## src/rtl/vfd_pkg.sv

```systemverilog
package vfd_pkg;

	// register map, byte addresses on the 12-bit register port
	localparam logic [11:0] ADDR_CTRL_ONE  = 12'hF70;
	localparam logic [11:0] ADDR_CTRL_TWO  = 12'hF71;
	localparam logic [11:0] ADDR_STATUS    = 12'hF72;
	localparam logic [11:0] ADDR_LATCH_LO  = 12'hF73; // five port latch bytes F73..F77
	localparam logic [11:0] ADDR_LATCH_HI  = 12'hF77;
	localparam logic [11:0] ADDR_BUF_LO    = 12'hF80;
	localparam logic [11:0] ADDR_BUF_HI    = 12'hFCF;

	// geometry
	localparam int          NUM_OUT        = 37;
	localparam int          NUM_COL        = 5;
	localparam int          NUM_SLOT       = 16;
	localparam int          BUF_DEPTH      = 80;
	localparam int          LAST_COL_BITS  = 5;

	// display_control_one fields
	localparam int          C1_BLANK_BIT   = 7;
	localparam int          C1_TIME_MSB    = 6;
	localparam int          C1_TIME_LSB    = 5;
	localparam int          C1_SEL_MSB     = 4;
	localparam int          C1_SEL_LSB     = 0;
	localparam logic [7:0]  C1_RESET       = 8'h80;

	// display_control_two fields
	localparam int          C2_DIM_MSB     = 6;
	localparam int          C2_DIM_LSB     = 4;
	localparam int          C2_CNT_MSB     = 3;
	localparam int          C2_CNT_LSB     = 0;
	localparam logic [7:0]  C2_RESET       = 8'h00;
	localparam logic [7:0]  C2_MASK        = 8'h7F;

	// status fields
	localparam int          ST_BLANK_BIT   = 0;
	localparam int          ST_SCAN_BIT    = 1;
	localparam int          ST_LIT_BIT     = 2;
	localparam int          ST_SLOT_LSB    = 4;

	// timing: shortest slot is 2^10 system clocks, brightness in eighths
	localparam int          DISP_BASE_CYC  = 1024;
	localparam int          DIM_SHIFT      = 3;
	localparam logic [3:0]  FETCH_CYC      = 4'h6; // five column reads plus read latency

	typedef enum logic [1:0] {
		ST_BLANKED = 2'b01,
		ST_SCANNING = 2'b10
	} scan_state_t;

endpackage
```

## src/rtl/display_buffer_mem.sv

```systemverilog
// 80-byte display buffer, one write port and two registered read ports
module display_buffer_mem (
	input  wire logic       clk_sys,
	input  wire logic       wr_en,
	input  wire logic [6:0] wr_addr,
	input  wire logic [7:0] wr_data,
	input  wire logic [6:0] rd_a_addr,
	output logic      [7:0] rd_a_data,
	input  wire logic [6:0] rd_b_addr,
	output logic      [7:0] rd_b_data
);

	logic [7:0] mem [0:vfd_pkg::BUF_DEPTH-1];

	// contents are software's to set up; no reset so it maps onto plain ram
	always_ff @(posedge clk_sys) begin
		if (wr_en) begin
			mem[wr_addr] <= wr_data;
		end
	end

	// port a serves the register port, port b the scanner
	always_ff @(posedge clk_sys) begin
		rd_a_data <= mem[rd_a_addr];
		rd_b_data <= mem[rd_b_addr];
	end

endmodule

```

## src/rtl/fluorescent_display_scanner.sv

```systemverilog
// Behaviour
// leaving full speed blanks the scanner and zeroes all segment and digit drive
// while blanked the tube pins act as port outputs with pull-down
// control one holds slot time and output select; control two brightness and slot count
// software keeps blanking set while programming timing, selection, brightness, count
// software sets slot count to the number of digits of the tube
// buffer at F80..FCF is copied to the outputs continuously, without software help
// each buffer bit drives one output, a one lights it in its slot
// buffer region holds display data only, not general storage
// slot n reads byte n of five columns; last column feeds outputs 32..36
// software writes zero into bits 7..5 of the last column
// clearing blanking starts scanning and driving
// conventional tube uses one digit per slot in sequence
// grid-scan tube may light several grids in one slot
// port output latches reset to zero
// software keeps latch zero on pins driven by the scanner
// shared pins used as port keep their buffer bits zero
// each last-group pin chosen as display or port by its select bit
// software clears the latch before using a pin as input
// unused pins get latch and buffer bits cleared
// a status register reports the operating state
// eight brightness steps set the lit portion of each slot
// one to sixteen slots, numbered zero to fifteen
// output select sits in bits 4..0 of control one
// thirty-seven drive outputs numbered zero to thirty-six
// slots advance cyclically, each one slot time long, wrapping after the last
//
// Local design decisions: the register addresses and strobed register access.
module fluorescent_display_scanner #(
	parameter int DISP_BASE_CYC = vfd_pkg::DISP_BASE_CYC
) (
	input  wire logic                         clk_sys,
	input  wire logic                         nrst,
	input  wire logic                         full_speed_mode,
	input  wire logic [11:0]                  reg_addr,
	input  wire logic [7:0]                   reg_wdata,
	input  wire logic                         reg_wr,
	input  wire logic                         reg_rd,
	output logic      [7:0]                   reg_rdata,
	input  wire logic [vfd_pkg::NUM_OUT-1:0]  tube_pin_i,
	output logic      [vfd_pkg::NUM_OUT-1:0]  tube_drive_output,
	output logic      [vfd_pkg::NUM_OUT-1:0]  tube_drive_oe,
	output logic                              pulldown_enable
);

	// short alias for the output count, used in the output-wide vectors below
	localparam int NO = vfd_pkg::NUM_OUT;

	// register state
	logic [7:0]          ctrl1_q;
	logic [7:0]          ctrl2_q;
	logic [NO-1:0]       latch_q;
	vfd_pkg::scan_state_t state_q;
	logic [3:0]          slot_q;
	logic [13:0]         cnt_q;
	logic [NO-1:0]       shadow_q;
	logic [NO-1:0]       drive_q;
	logic                lit_q;
	logic [NO-1:0]       sync1_q;
	logic [NO-1:0]       sync2_q;
	logic [NO-1:0]       sync3_q;
	logic [NO-1:0]       pin_q;
	logic [7:0]          rdata_q;
	logic                rd_mem_q;
	logic [7:0]          status_byte;
	logic [7:0]          pin_grp [0:vfd_pkg::NUM_COL-1];

	// decoded fields
	logic                blank_bit;
	logic [1:0]          time_sel;
	logic [4:0]          out_sel;
	logic [2:0]          brightness_step_field;
	logic [3:0]          last_slot;
	logic [13:0]         slot_len;
	logic [16:0]         on_len;
	logic                slot_end;
	logic [NO-1:0]       disp_mask;
	logic                scan_on;
	logic                fetch_cap;
	logic                hit_latch;
	logic [2:0]          latch_idx;

	// bus decode
	logic                hit_buf;
	logic [6:0]          buf_idx;
	logic [6:0]          scan_idx;
	logic [7:0]          mem_a_data;
	logic [7:0]          mem_b_data;
	logic [2:0]          col_w;
	logic [2:0]          col_r;

	// control fields; control two bit 7 is never stored so it always reads zero
	assign blank_bit = ctrl1_q[vfd_pkg::C1_BLANK_BIT];
	assign time_sel  = ctrl1_q[vfd_pkg::C1_TIME_MSB:vfd_pkg::C1_TIME_LSB];
	assign out_sel   = ctrl1_q[vfd_pkg::C1_SEL_MSB:vfd_pkg::C1_SEL_LSB];
	assign brightness_step_field       = ctrl2_q[vfd_pkg::C2_DIM_MSB:vfd_pkg::C2_DIM_LSB];
	assign last_slot = ctrl2_q[vfd_pkg::C2_CNT_MSB:vfd_pkg::C2_CNT_LSB];

	// slot time is base doubled per select step, base 2^10 up to 2^13 clocks
	assign slot_len  = 14'(DISP_BASE_CYC) << time_sel;
	// lit part of a slot in eighths: dim 0 lights 1/8, dim 7 the whole slot
	assign on_len    = 17'((17'(slot_len) >> vfd_pkg::DIM_SHIFT) * (17'(brightness_step_field) + 17'h00001));
	assign slot_end  = (cnt_q == slot_len - 14'h0001);

	// register port decode of the buffer window and of the five port latch bytes
	assign hit_buf   = (reg_addr >= vfd_pkg::ADDR_BUF_LO) && (reg_addr <= vfd_pkg::ADDR_BUF_HI);
	assign buf_idx   = 7'(reg_addr - vfd_pkg::ADDR_BUF_LO);
	assign hit_latch = (reg_addr >= vfd_pkg::ADDR_LATCH_LO) && (reg_addr <= vfd_pkg::ADDR_LATCH_HI);
	assign latch_idx = 3'(reg_addr - vfd_pkg::ADDR_LATCH_LO);

	// outputs 0..31 always belong to the scanner; 32..36 per select bit
	assign disp_mask = {out_sel, 32'hFFFFFFFF};

	// software owns the blanking bit, but leaving full speed forces it set
	always_ff @(posedge clk_sys) begin
		if (!nrst) begin
			ctrl1_q <= vfd_pkg::C1_RESET;
		end else begin
			if (reg_wr && reg_addr == vfd_pkg::ADDR_CTRL_ONE) begin
				ctrl1_q <= reg_wdata;
			end
			if (!full_speed_mode) begin
				ctrl1_q[vfd_pkg::C1_BLANK_BIT] <= 1'b1;
			end
		end
	end

	// brightness and slot count; software changes them only while blanked
	always_ff @(posedge clk_sys) begin
		if (!nrst) begin
			ctrl2_q <= vfd_pkg::C2_RESET;
		end else if (reg_wr && reg_addr == vfd_pkg::ADDR_CTRL_TWO) begin
			ctrl2_q <= reg_wdata & vfd_pkg::C2_MASK;
		end
	end

	// port output latches, one byte per group, top group only 5 bits wide
	always_ff @(posedge clk_sys) begin
		if (!nrst) begin
			latch_q <= '0;
		end else if (reg_wr && hit_latch) begin
			case (latch_idx)
				3'h0: latch_q[7:0]   <= reg_wdata;
				3'h1: latch_q[15:8]  <= reg_wdata;
				3'h2: latch_q[23:16] <= reg_wdata;
				3'h3: latch_q[31:24] <= reg_wdata;
				default: latch_q[36:32] <= reg_wdata[4:0];
			endcase
		end
	end

	// scanner state: scan only with blanking clear and full speed
	always_ff @(posedge clk_sys) begin
		if (!nrst) begin
			state_q <= vfd_pkg::ST_BLANKED;
		end else begin
			case (state_q)
				vfd_pkg::ST_BLANKED: begin
					if (!blank_bit && full_speed_mode) begin
						state_q <= vfd_pkg::ST_SCANNING;
					end
				end
				vfd_pkg::ST_SCANNING: begin
					if (blank_bit || !full_speed_mode) begin
						state_q <= vfd_pkg::ST_BLANKED;
					end
				end
				default: state_q <= vfd_pkg::ST_BLANKED;
			endcase
		end
	end

	// one qualifier for every scan-side process keeps them from drifting apart
	assign scan_on = (state_q == vfd_pkg::ST_SCANNING);

	// slot timer; a fresh scan always starts at slot zero
	// a count lowered mid-scan takes effect at once: the slot wraps at the next slot end
	always_ff @(posedge clk_sys) begin
		if (!nrst || !scan_on) begin
			cnt_q  <= '0;
			slot_q <= '0;
		end else if (slot_end) begin
			cnt_q  <= '0;
			slot_q <= (slot_q >= last_slot) ? 4'h0 : slot_q + 4'h1;
		end else begin
			cnt_q <= cnt_q + 14'h0001;
		end
	end

	// fetch: column c of slot n sits at c*16+n, read in the first cycles of a slot
	assign col_r    = (cnt_q[3:0] < vfd_pkg::FETCH_CYC - 4'h1) ? cnt_q[2:0] : 3'h0;
	assign scan_idx = {col_r, slot_q};
	assign col_w    = 3'(cnt_q[3:0] - 4'h1);
	// capture lags each read by one clock, as the buffer read port is registered
	assign fetch_cap = scan_on && cnt_q[13:4] == 10'h000
			&& cnt_q[3:0] >= 4'h1 && cnt_q[3:0] < vfd_pkg::FETCH_CYC;

	// shadow holds the whole slot so the pins never see a half-fetched pattern
	always_ff @(posedge clk_sys) begin
		if (!nrst) begin
			shadow_q <= '0;
		end else if (fetch_cap) begin
			case (col_w)
				3'h0: shadow_q[7:0]   <= mem_b_data;
				3'h1: shadow_q[15:8]  <= mem_b_data;
				3'h2: shadow_q[23:16] <= mem_b_data;
				3'h3: shadow_q[31:24] <= mem_b_data;
				default: shadow_q[36:32] <= mem_b_data[vfd_pkg::LAST_COL_BITS-1:0];
			endcase
		end
	end

	// lit window after fetch; stale data never reaches the pins during a fetch
	// mode and blanking are tested directly so the drive drops in the same clock as the state
	always_ff @(posedge clk_sys) begin
		if (!nrst) begin
			lit_q   <= 1'b0;
			drive_q <= '0;
		end else if (scan_on && full_speed_mode && !blank_bit
				&& cnt_q >= 14'(vfd_pkg::FETCH_CYC) && 17'(cnt_q) < on_len) begin
			lit_q   <= 1'b1;
			drive_q <= shadow_q & disp_mask;
		end else begin
			lit_q   <= 1'b0;
			drive_q <= '0;
		end
	end

	// source open drain: a one drives high, a zero leaves the pin to pull-down
	always_ff @(posedge clk_sys) begin
		if (!nrst) begin
			tube_drive_output <= '0;
		end else begin
			tube_drive_output <= drive_q | latch_q;
		end
	end

	// enable only where a one is driven; the pull-down is never switched off
	assign tube_drive_oe   = tube_drive_output;
	assign pulldown_enable = 1'b1;

	// pin inputs cross in from outside; a change counts once stages two and three agree
	// while the two stages disagree the filtered level holds, so one-clock glitches never show
	always_ff @(posedge clk_sys) begin
		if (!nrst) begin
			sync1_q <= '0;
			sync2_q <= '0;
			sync3_q <= '0;
			pin_q   <= '0;
		end else begin
			sync1_q <= tube_pin_i;
			sync2_q <= sync1_q;
			sync3_q <= sync2_q;
			pin_q   <= (sync2_q & sync3_q) | (pin_q & (sync2_q ^ sync3_q));
		end
	end

	// buffer: port a for the register port, port b for the scanner fetch
	display_buffer_mem u_buf (
		.clk_sys   (clk_sys),
		.wr_en     (reg_wr && hit_buf),
		.wr_addr   (buf_idx),
		.wr_data   (reg_wdata),
		.rd_a_addr (buf_idx),
		.rd_a_data (mem_a_data),
		.rd_b_addr (scan_idx),
		.rd_b_data (mem_b_data)
	);

	// filtered pin levels regrouped as port bytes; the top group has five pins only
	for (genvar g = 0; g < vfd_pkg::NUM_COL; g++) begin : g_pin_grp
		if (g == vfd_pkg::NUM_COL - 1) begin : g_top
			assign pin_grp[g] = {3'h0, pin_q[8 * g +: vfd_pkg::LAST_COL_BITS]};
		end else begin : g_full
			assign pin_grp[g] = pin_q[8 * g +: 8];
		end
	end

	// status byte kept apart from the read mux; slot field shows the slot being driven
	always_comb begin
		status_byte                         = '0;
		status_byte[vfd_pkg::ST_BLANK_BIT]  = (state_q == vfd_pkg::ST_BLANKED);
		status_byte[vfd_pkg::ST_SCAN_BIT]   = scan_on;
		status_byte[vfd_pkg::ST_LIT_BIT]    = lit_q;
		status_byte[7:vfd_pkg::ST_SLOT_LSB] = slot_q;
	end

	// register reads answer in the next cycle; unmapped addresses read zero
	always_ff @(posedge clk_sys) begin
		if (!nrst) begin
			rdata_q  <= '0;
			rd_mem_q <= 1'b0;
		end else begin
			rd_mem_q <= reg_rd && hit_buf;
			rdata_q  <= '0;
			if (reg_rd) begin
				case (reg_addr)
					vfd_pkg::ADDR_CTRL_ONE: rdata_q <= ctrl1_q;
					vfd_pkg::ADDR_CTRL_TWO: rdata_q <= ctrl2_q;
					vfd_pkg::ADDR_STATUS:   rdata_q <= status_byte;
					default:                rdata_q <= hit_latch ? pin_grp[latch_idx] : 8'h00;
				endcase
			end
		end
	end

	// buffer reads come straight from the memory's own output register
	assign reg_rdata = rd_mem_q ? mem_a_data : rdata_q;

endmodule

```

## config.mk

```make
export PLATFORM = sky130hd
export DESIGN_NAME = fluorescent_display_scanner
export DESIGN_NICKNAME = d
export VERILOG_FILES = /design/src/rtl/vfd_pkg.sv /design/src/rtl/display_buffer_mem.sv /design/src/rtl/fluorescent_display_scanner.sv
export SDC_FILE = /design/constraint.sdc
export NUM_CORES = 1
export LEC_CHECK = 0
export ABC_AREA = 1
export BUFFER_PORTS_ARGS = -buffer_cell sky130_fd_sc_hd__buf_2
export CORE_MARGIN = 3
export CORE_UTILIZATION = 31
export DETAILED_ROUTE_END_ITERATION = 10
export PLACE_DENSITY = 0.53
export SYNTH_ARGS = -nofsm -noshare
export SYNTH_HDL_FRONTEND = slang
export SYNTH_SLANG_ARGS = --single-unit
```

## constraint.sdc

```tcl
create_clock -name clk_sys -period 9.5 [get_ports clk_sys]
set_input_delay 0.95 -clock clk_sys [delete_from_list [all_inputs] [get_ports clk_sys]]
set_output_delay 0.95 -clock clk_sys [all_outputs]
set_load 0.03 [all_outputs]
```

== After elaboration in Yosys (flattened, before gate mapping) ==
Memory sizes are Yosys's and may differ from the RTL's. A register that Yosys moved wholly into a read port is not among the register bits.
Cells that the tools add are included.
Word-level totals
  memories: 1
  flip-flop bits (word level): 341
  logic and storage cells: 124
  bits in writable memories: 640
  output and inout bits: 83
  input bits: 62
Memories
  u_buf.mem: depth 80, width 8, read ports 2, clocked after Yosys merged registers in 2, write ports 1, line display_buffer_mem.sv:13  | logic [7:0] mem [0:vfd_pkg::BUF_DEPTH-1];
Operators by class
  add/subtract/negate cells: 7
  shift operators: 1
  multiply operators: 1
  reductions and logical operators: 41
  bitwise logic cells: 9
  magnitude comparators: 11
  equal/unequal tests: 14
  mux-type cells: 14
Operator list (count)
  $and A37 B37 Y37: 3
  $or A37 B37 Y37: 2
  $xor A37 B37 Y37: 1
  $eq A12 B12 Y1 const B: 3
  $mux W8: 4
  $reduce_and A2 Y1: 14
  $bmux W8 S3: 1
  $ge A12 B12 Y1 const B: 2
  $le A12 B12 Y1 const B: 2
  $pmux W8 S3: 1
  $logic_and A1 B1 Y1: 15
  $lt A14 B15 Y1: 1
  $mul A11 B4 Y15: 1
  $add A14 B1 Y14 const B: 1
  $eq A14 B14 Y1: 1
  $ge A14 B3 Y1 const B: 1
  $shl A11 B2 Y14 const A: 1
  $sub A14 B1 Y14 const B: 1
  $eq A3 B2 Y1 const B: 4
  $logic_not A10 Y1: 1
  $lt A4 B3 Y1 const B: 2
  $reduce_or A4 Y1: 2
  $sub A7 B1 Y7 const B: 1
  $eq A3 B1 Y1 const B: 2
  other kinds (21): 31

== Depth between registers and ports, before layout ==
  depth in word-level cells: 7
  depth in mapped cells: 21
  depth with buffers taken out: 19

== Hierarchy ==
A second synthesis with hierarchy kept.
Unflattened totals
  cell total of the unflattened synthesis: 5189
  area total of the unflattened synthesis: 45837.7 um^2
Modules (own cells, without submodules)
  display_buffer_mem: sequential area each 19538.7 um^2, times used 1, area each 32671.3 um^2, cells an instance 3628
  fluorescent_display_scanner: sequential area each 6826.5 um^2, times used 1, area each 13166.4 um^2, cells an instance 1561

== Worst setup path before layout ==
No wires, ideal clock.
  path kind: register to register
  start point: reg ctrl2_q[4]
  end point: reg drive_q[17]
  data arrival time: 3.825 ns
  setup time: 0.116 ns
  path slack: 5.559 ns
  path buffers: 2
  data required time: 9.384 ns
  period minus slack after synthesis: 3.941 ns
  cell stages (with the launch flop): 19
  cell sequence: dfxtp_1 -> ha_1 -> xnor2_1 -> or2_2 -> fa_1 -> inv_1 -> fa_1 -> inv_1 -> fa_1 -> o21ai_0 -> xnor2_1 -> ha_1 -> nand3_1 -> nand2_1 -> inv_1 -> nand4_1 -> buf_2 -> buf_2 -> nor2_1
On the way
  cells in the longest elaborated chain, start to end: 5
RTL lines
  start, declared: line fluorescent_display_scanner.sv:51  | logic [7:0] ctrl2_q;
  start signal, assigned: line fluorescent_display_scanner.sv:131  | ctrl2_q <= vfd_pkg::C2_RESET;
  start signal, assigned: line fluorescent_display_scanner.sv:133  | ctrl2_q <= reg_wdata & vfd_pkg::C2_MASK;
  $add A3 B1 Y4: line fluorescent_display_scanner.sv:102  | assign on_len = 17'((17'(slot_len) >> vfd_pkg::DIM_SHIFT) * (17'(brightness_step_field) + 17'h00001));
  $mul A11 B4 Y15: line fluorescent_display_scanner.sv:102
  $lt A14 B15 Y1: line fluorescent_display_scanner.sv:220  | && cnt_q >= 14'(vfd_pkg::FETCH_CYC) && 17'(cnt_q) < on_len) begin
  $logic_and A1 B1 Y1: line fluorescent_display_scanner.sv:220
  $reduce_and A2 Y1 (no source line)
  end signal, assigned: line fluorescent_display_scanner.sv:222  | drive_q <= shadow_q & disp_mask;
  end, declared: line fluorescent_display_scanner.sv:57  | logic [NO-1:0] drive_q;
No other way between the ends.
A chain may end at the register's enable or synchronous reset.

==> flow_metrics.tcl <==
set metrics [dict create \
    status "complete, no violations" \
    die_h_microns 394 \
    fin_hold_ws_ps 401 \
    p_per_area_nw_per_um2 179 \
    pwr-share-comb 0.045 \
    synth_top_cell_by_area "edfxtp_1" \
    routedWlPerCell_microns 20.7 \
    post_cts_buffers 0 \
    viasPerCell 4.99 \
    ys_seq_area_frac 0.566 \
    critPathRequiredTime_ps 10100 \
    grt_usage 0.195 \
    fin_crit_sh 0.451 \
    ir_drop_uv 142 \
    worstPathCellList "buf_4 > nand2_1 > inv_2 > nand2_1 > o21ai_0 > nor2_1 > nand2_1 > nand3_1 > nand3_1 > nand3_1 > nand2_1" \
    synthCells 5492 \
    vias 37713 \
    yosysMostFrequentCell "nand2_1" \
    dp_cells 7361 \
    critPathMaxStageDelay_ps 890 \
    antenna_found_initial 10 \
    ctsResizeCount 0 \
    dpl_cell_area_sq_um 48600 \
    grt_pass1_vias 35888 \
    hold_buffers 0 \
    clk_pin_slew_ps 60 \
    setup_tns_ps 0 \
    syn_avg_cell_area_sq_um 8.48 \
    critPathArrivalTime_ps 4890 \
    die-area_sq_um 155000 \
    multiInputGateArea_sq_um 16500 \
    ys_top_cells_by_count "nand2_1 (1852), edfxtp_1 (640), inv_1 (529), nor2_1 (505), o21ai_0 (488)" \
    htreeDepth 3 \
    drive_gt1_frac 0.0742 \
    final_area_sq_um 52100 \
    pin_count 145 \
    clock_tree.root_cell "clkbuf_16" \
    finalMaxSlewViolations 0 \
    die_w_microns 394 \
    clk_path_buf_depth 3 \
    cts_made_buffers 105 \
    hold_viol 0 \
    synth-seq-cells 997 \
    cp-end-kind "flop" \
    final_cells 7560 \
    synth_area_leaders "edfxtp_1 (41%), dfxtp_1 (15%), nand2_1 (15%)" \
    design.core.area_sq_um 149000 \
    power.leakage_nw 21.9 \
    syn-num-nets 5631 \
    grt_pass1_wl_microns 230000 \
    p_seq_frac 0.499 \
    dr.pass1.iters 6 \
    num_rows 141 \
    gp_congestion 0.930 \
    cp-start-kind "flop" \
    wirelength_microns 156000 \
    rsz0062_at_grt "false" \
    critPathSlowestCell "inv_2" \
    fmax_mhz 233 \
    synth_cell_types 49 \
    p_sw_mw 2.16 \
    overflow 0 \
    antenna_left 0 \
    drcViolationCount 0 \
    setup_viol 0 \
    synth_warnings 0 \
    finClkSkew_ps 41.3 \
    clock_latency_ps 730 \
    synth_ff_type "edfxtp_1" \
    tightestPinTransition_ps 1160 \
    start_util 0.313 \
    path_class "flop to flop" \
    areaGrowthSynthToFinish_pct 11.9 \
    synth-edff-count 640 \
    crit_top_cell "nand2_1" \
    nNetsFinal 5605 \
    grt_start_max_net_pins 205 \
    numPortBuffers 143 \
    hp-class "input port to flop" \
    register_area_sq_um 26400 \
    maxCapViolCount 0 \
    synth-async-reset-ratio 0 \
    cts_tree "done" \
    p_int_mw 7.15 \
    drt_iter0_drc 3755 \
    yosys.area.top_type_share 0.413 \
    swShare 0.232 \
    syn-cell-area_sq_um 46600 \
    crit_path_max_fanout 37 \
    fill_cells 15314 \
    fin_crit_ps 4280 \
    dp_hpwl_microns 101000 \
    slew_headroom 0.226 \
    pwr-share-clk 0.455 \
    cts.sinks 997 \
]
-- final timing paths --
path / cells after the start / slack (ps) / from / to
setup / recovery: 11 / 5220 / slot_q[2]$_SDFFE_PP0P_ / u_buf.rd_b_data[5]$_DFF_P_
hold / removal: 3 / 400 / tube_pin_i[19] / sync1_q[19]$_SDFF_PN0_
setup reg to reg: 11 / 5220 / slot_q[2]$_SDFFE_PP0P_ / u_buf.rd_b_data[5]$_DFF_P_
hold reg to reg: 2 / 410 / sync1_q[32]$_SDFF_PN0_ / sync2_q[32]$_SDFF_PN0_
-- power groups by stage --
stage	Sequential [mW]	Clock [mW]	Combinational, mW
6_report	4.65	4.24	0.422
5_1_grt	4.65	4.47	0.461
4_1_cts	4.65	4.31	0.421
3_5_place_dp	4.74	0	0.419
3_3_place_gp	4.74	0	0.421
2_1_floorplan	4.73	0	0.222
-- worst max-delay path: cells and delay by family, from the launching register on --
kind | cells | cell delay (ps)
simple gates | 8 | 1550
buf+inv | 2 | 1430
compound gates | 1 | 380
flops | 1 | 770
-- placed cells by master, fill, tap and decap left out, types with 18 or more instances in the layout --
cell / n
ha_1: 73
dfxtp_1: 353
nand4_1: 28
nand3_1: 190
clkinv_1: 18
nor3_1: 66
clkbuf_16: 107
o21ai_1: 24
o21ai_0: 488
buf_4: 60
o211ai_1: 118
buf_2: 132
nand2_1: 1852
edfxtp_1: 640
inv_1: 525
o22ai_1: 23
a21oi_1: 163
nor2_1: 505
-- metal layers --
| metal | part of all wire | vias to the layer above | track usage |
|---|---|---|---|
| met5 | 0.00017 | - | 0 |
| met1 | 0.42 | 17929 | 0.259 |
| met4 | 0.043 | 4 | 0.0797 |
| li1 | - | 17829 | - |
| met2 | 0.46 | 1609 | 0.316 |
| met3 | 0.078 | 342 | 0.0335 |
-- sequential cells by signal, indices dropped and copies added, names as in the netlist, 14 cells and up --
| signal | cells |
|---|---|
| cnt_q | 14 |
| drive_q | 37 |
| latch_q | 37 |
| pin_q | 37 |
| shadow_q | 37 |
| sync1_q | 37 |
| sync2_q | 37 |
| sync3_q | 37 |
| tube_drive_oe | 37 |
| u_buf.mem | 640 |
-- metrics by stage --
| stage | power (mW) | worst slack (ps) | util |
|---|---|---|---|
| 3_3_place_gp | 5.16 | 4960 | 0.327 |
| 3_5_place_dp | 5.16 | 4990 | 0.327 |
| 4_1_cts | 9.38 | 5210 | 0.351 |
| 6_report | 9.31 | 5220 | 0.351 |
| 5_1_grt | 9.58 | 4910 | 0.351 |
| 2_1_floorplan | 4.95 | 5560 | - |
-- logic make-up (layout without fill, tap and decap cells) --
family | count (synthesis) | in the layout | share of synthesized area
flops | 997 | 997 | 0.566
xor+xnor | 9 | 9 | 0.00169
other cells | 1 | 8 | 0.0000805
compound gates | 844 | 844 | 0.0995
simple gates | 2683 | 2683 | 0.229
fa+ha+maj | 77 | 77 | 0.0213
buf+inv | 873 | 932 | 0.0802
mux | 8 | 8 | 0.00193
-- cell type report --
cell class,instances,area share
multi-input cells,3622,0.316
flip-flops and latches,997,0.506
clock buffers,139,0.0564
diodes,7,0.000336
clock inverters,53,0.0114
repair buffers,195,0.0222
well taps,2002,0.0481
inverters,545,0.0395
Note: power is estimated with default switching activity, not from simulation.
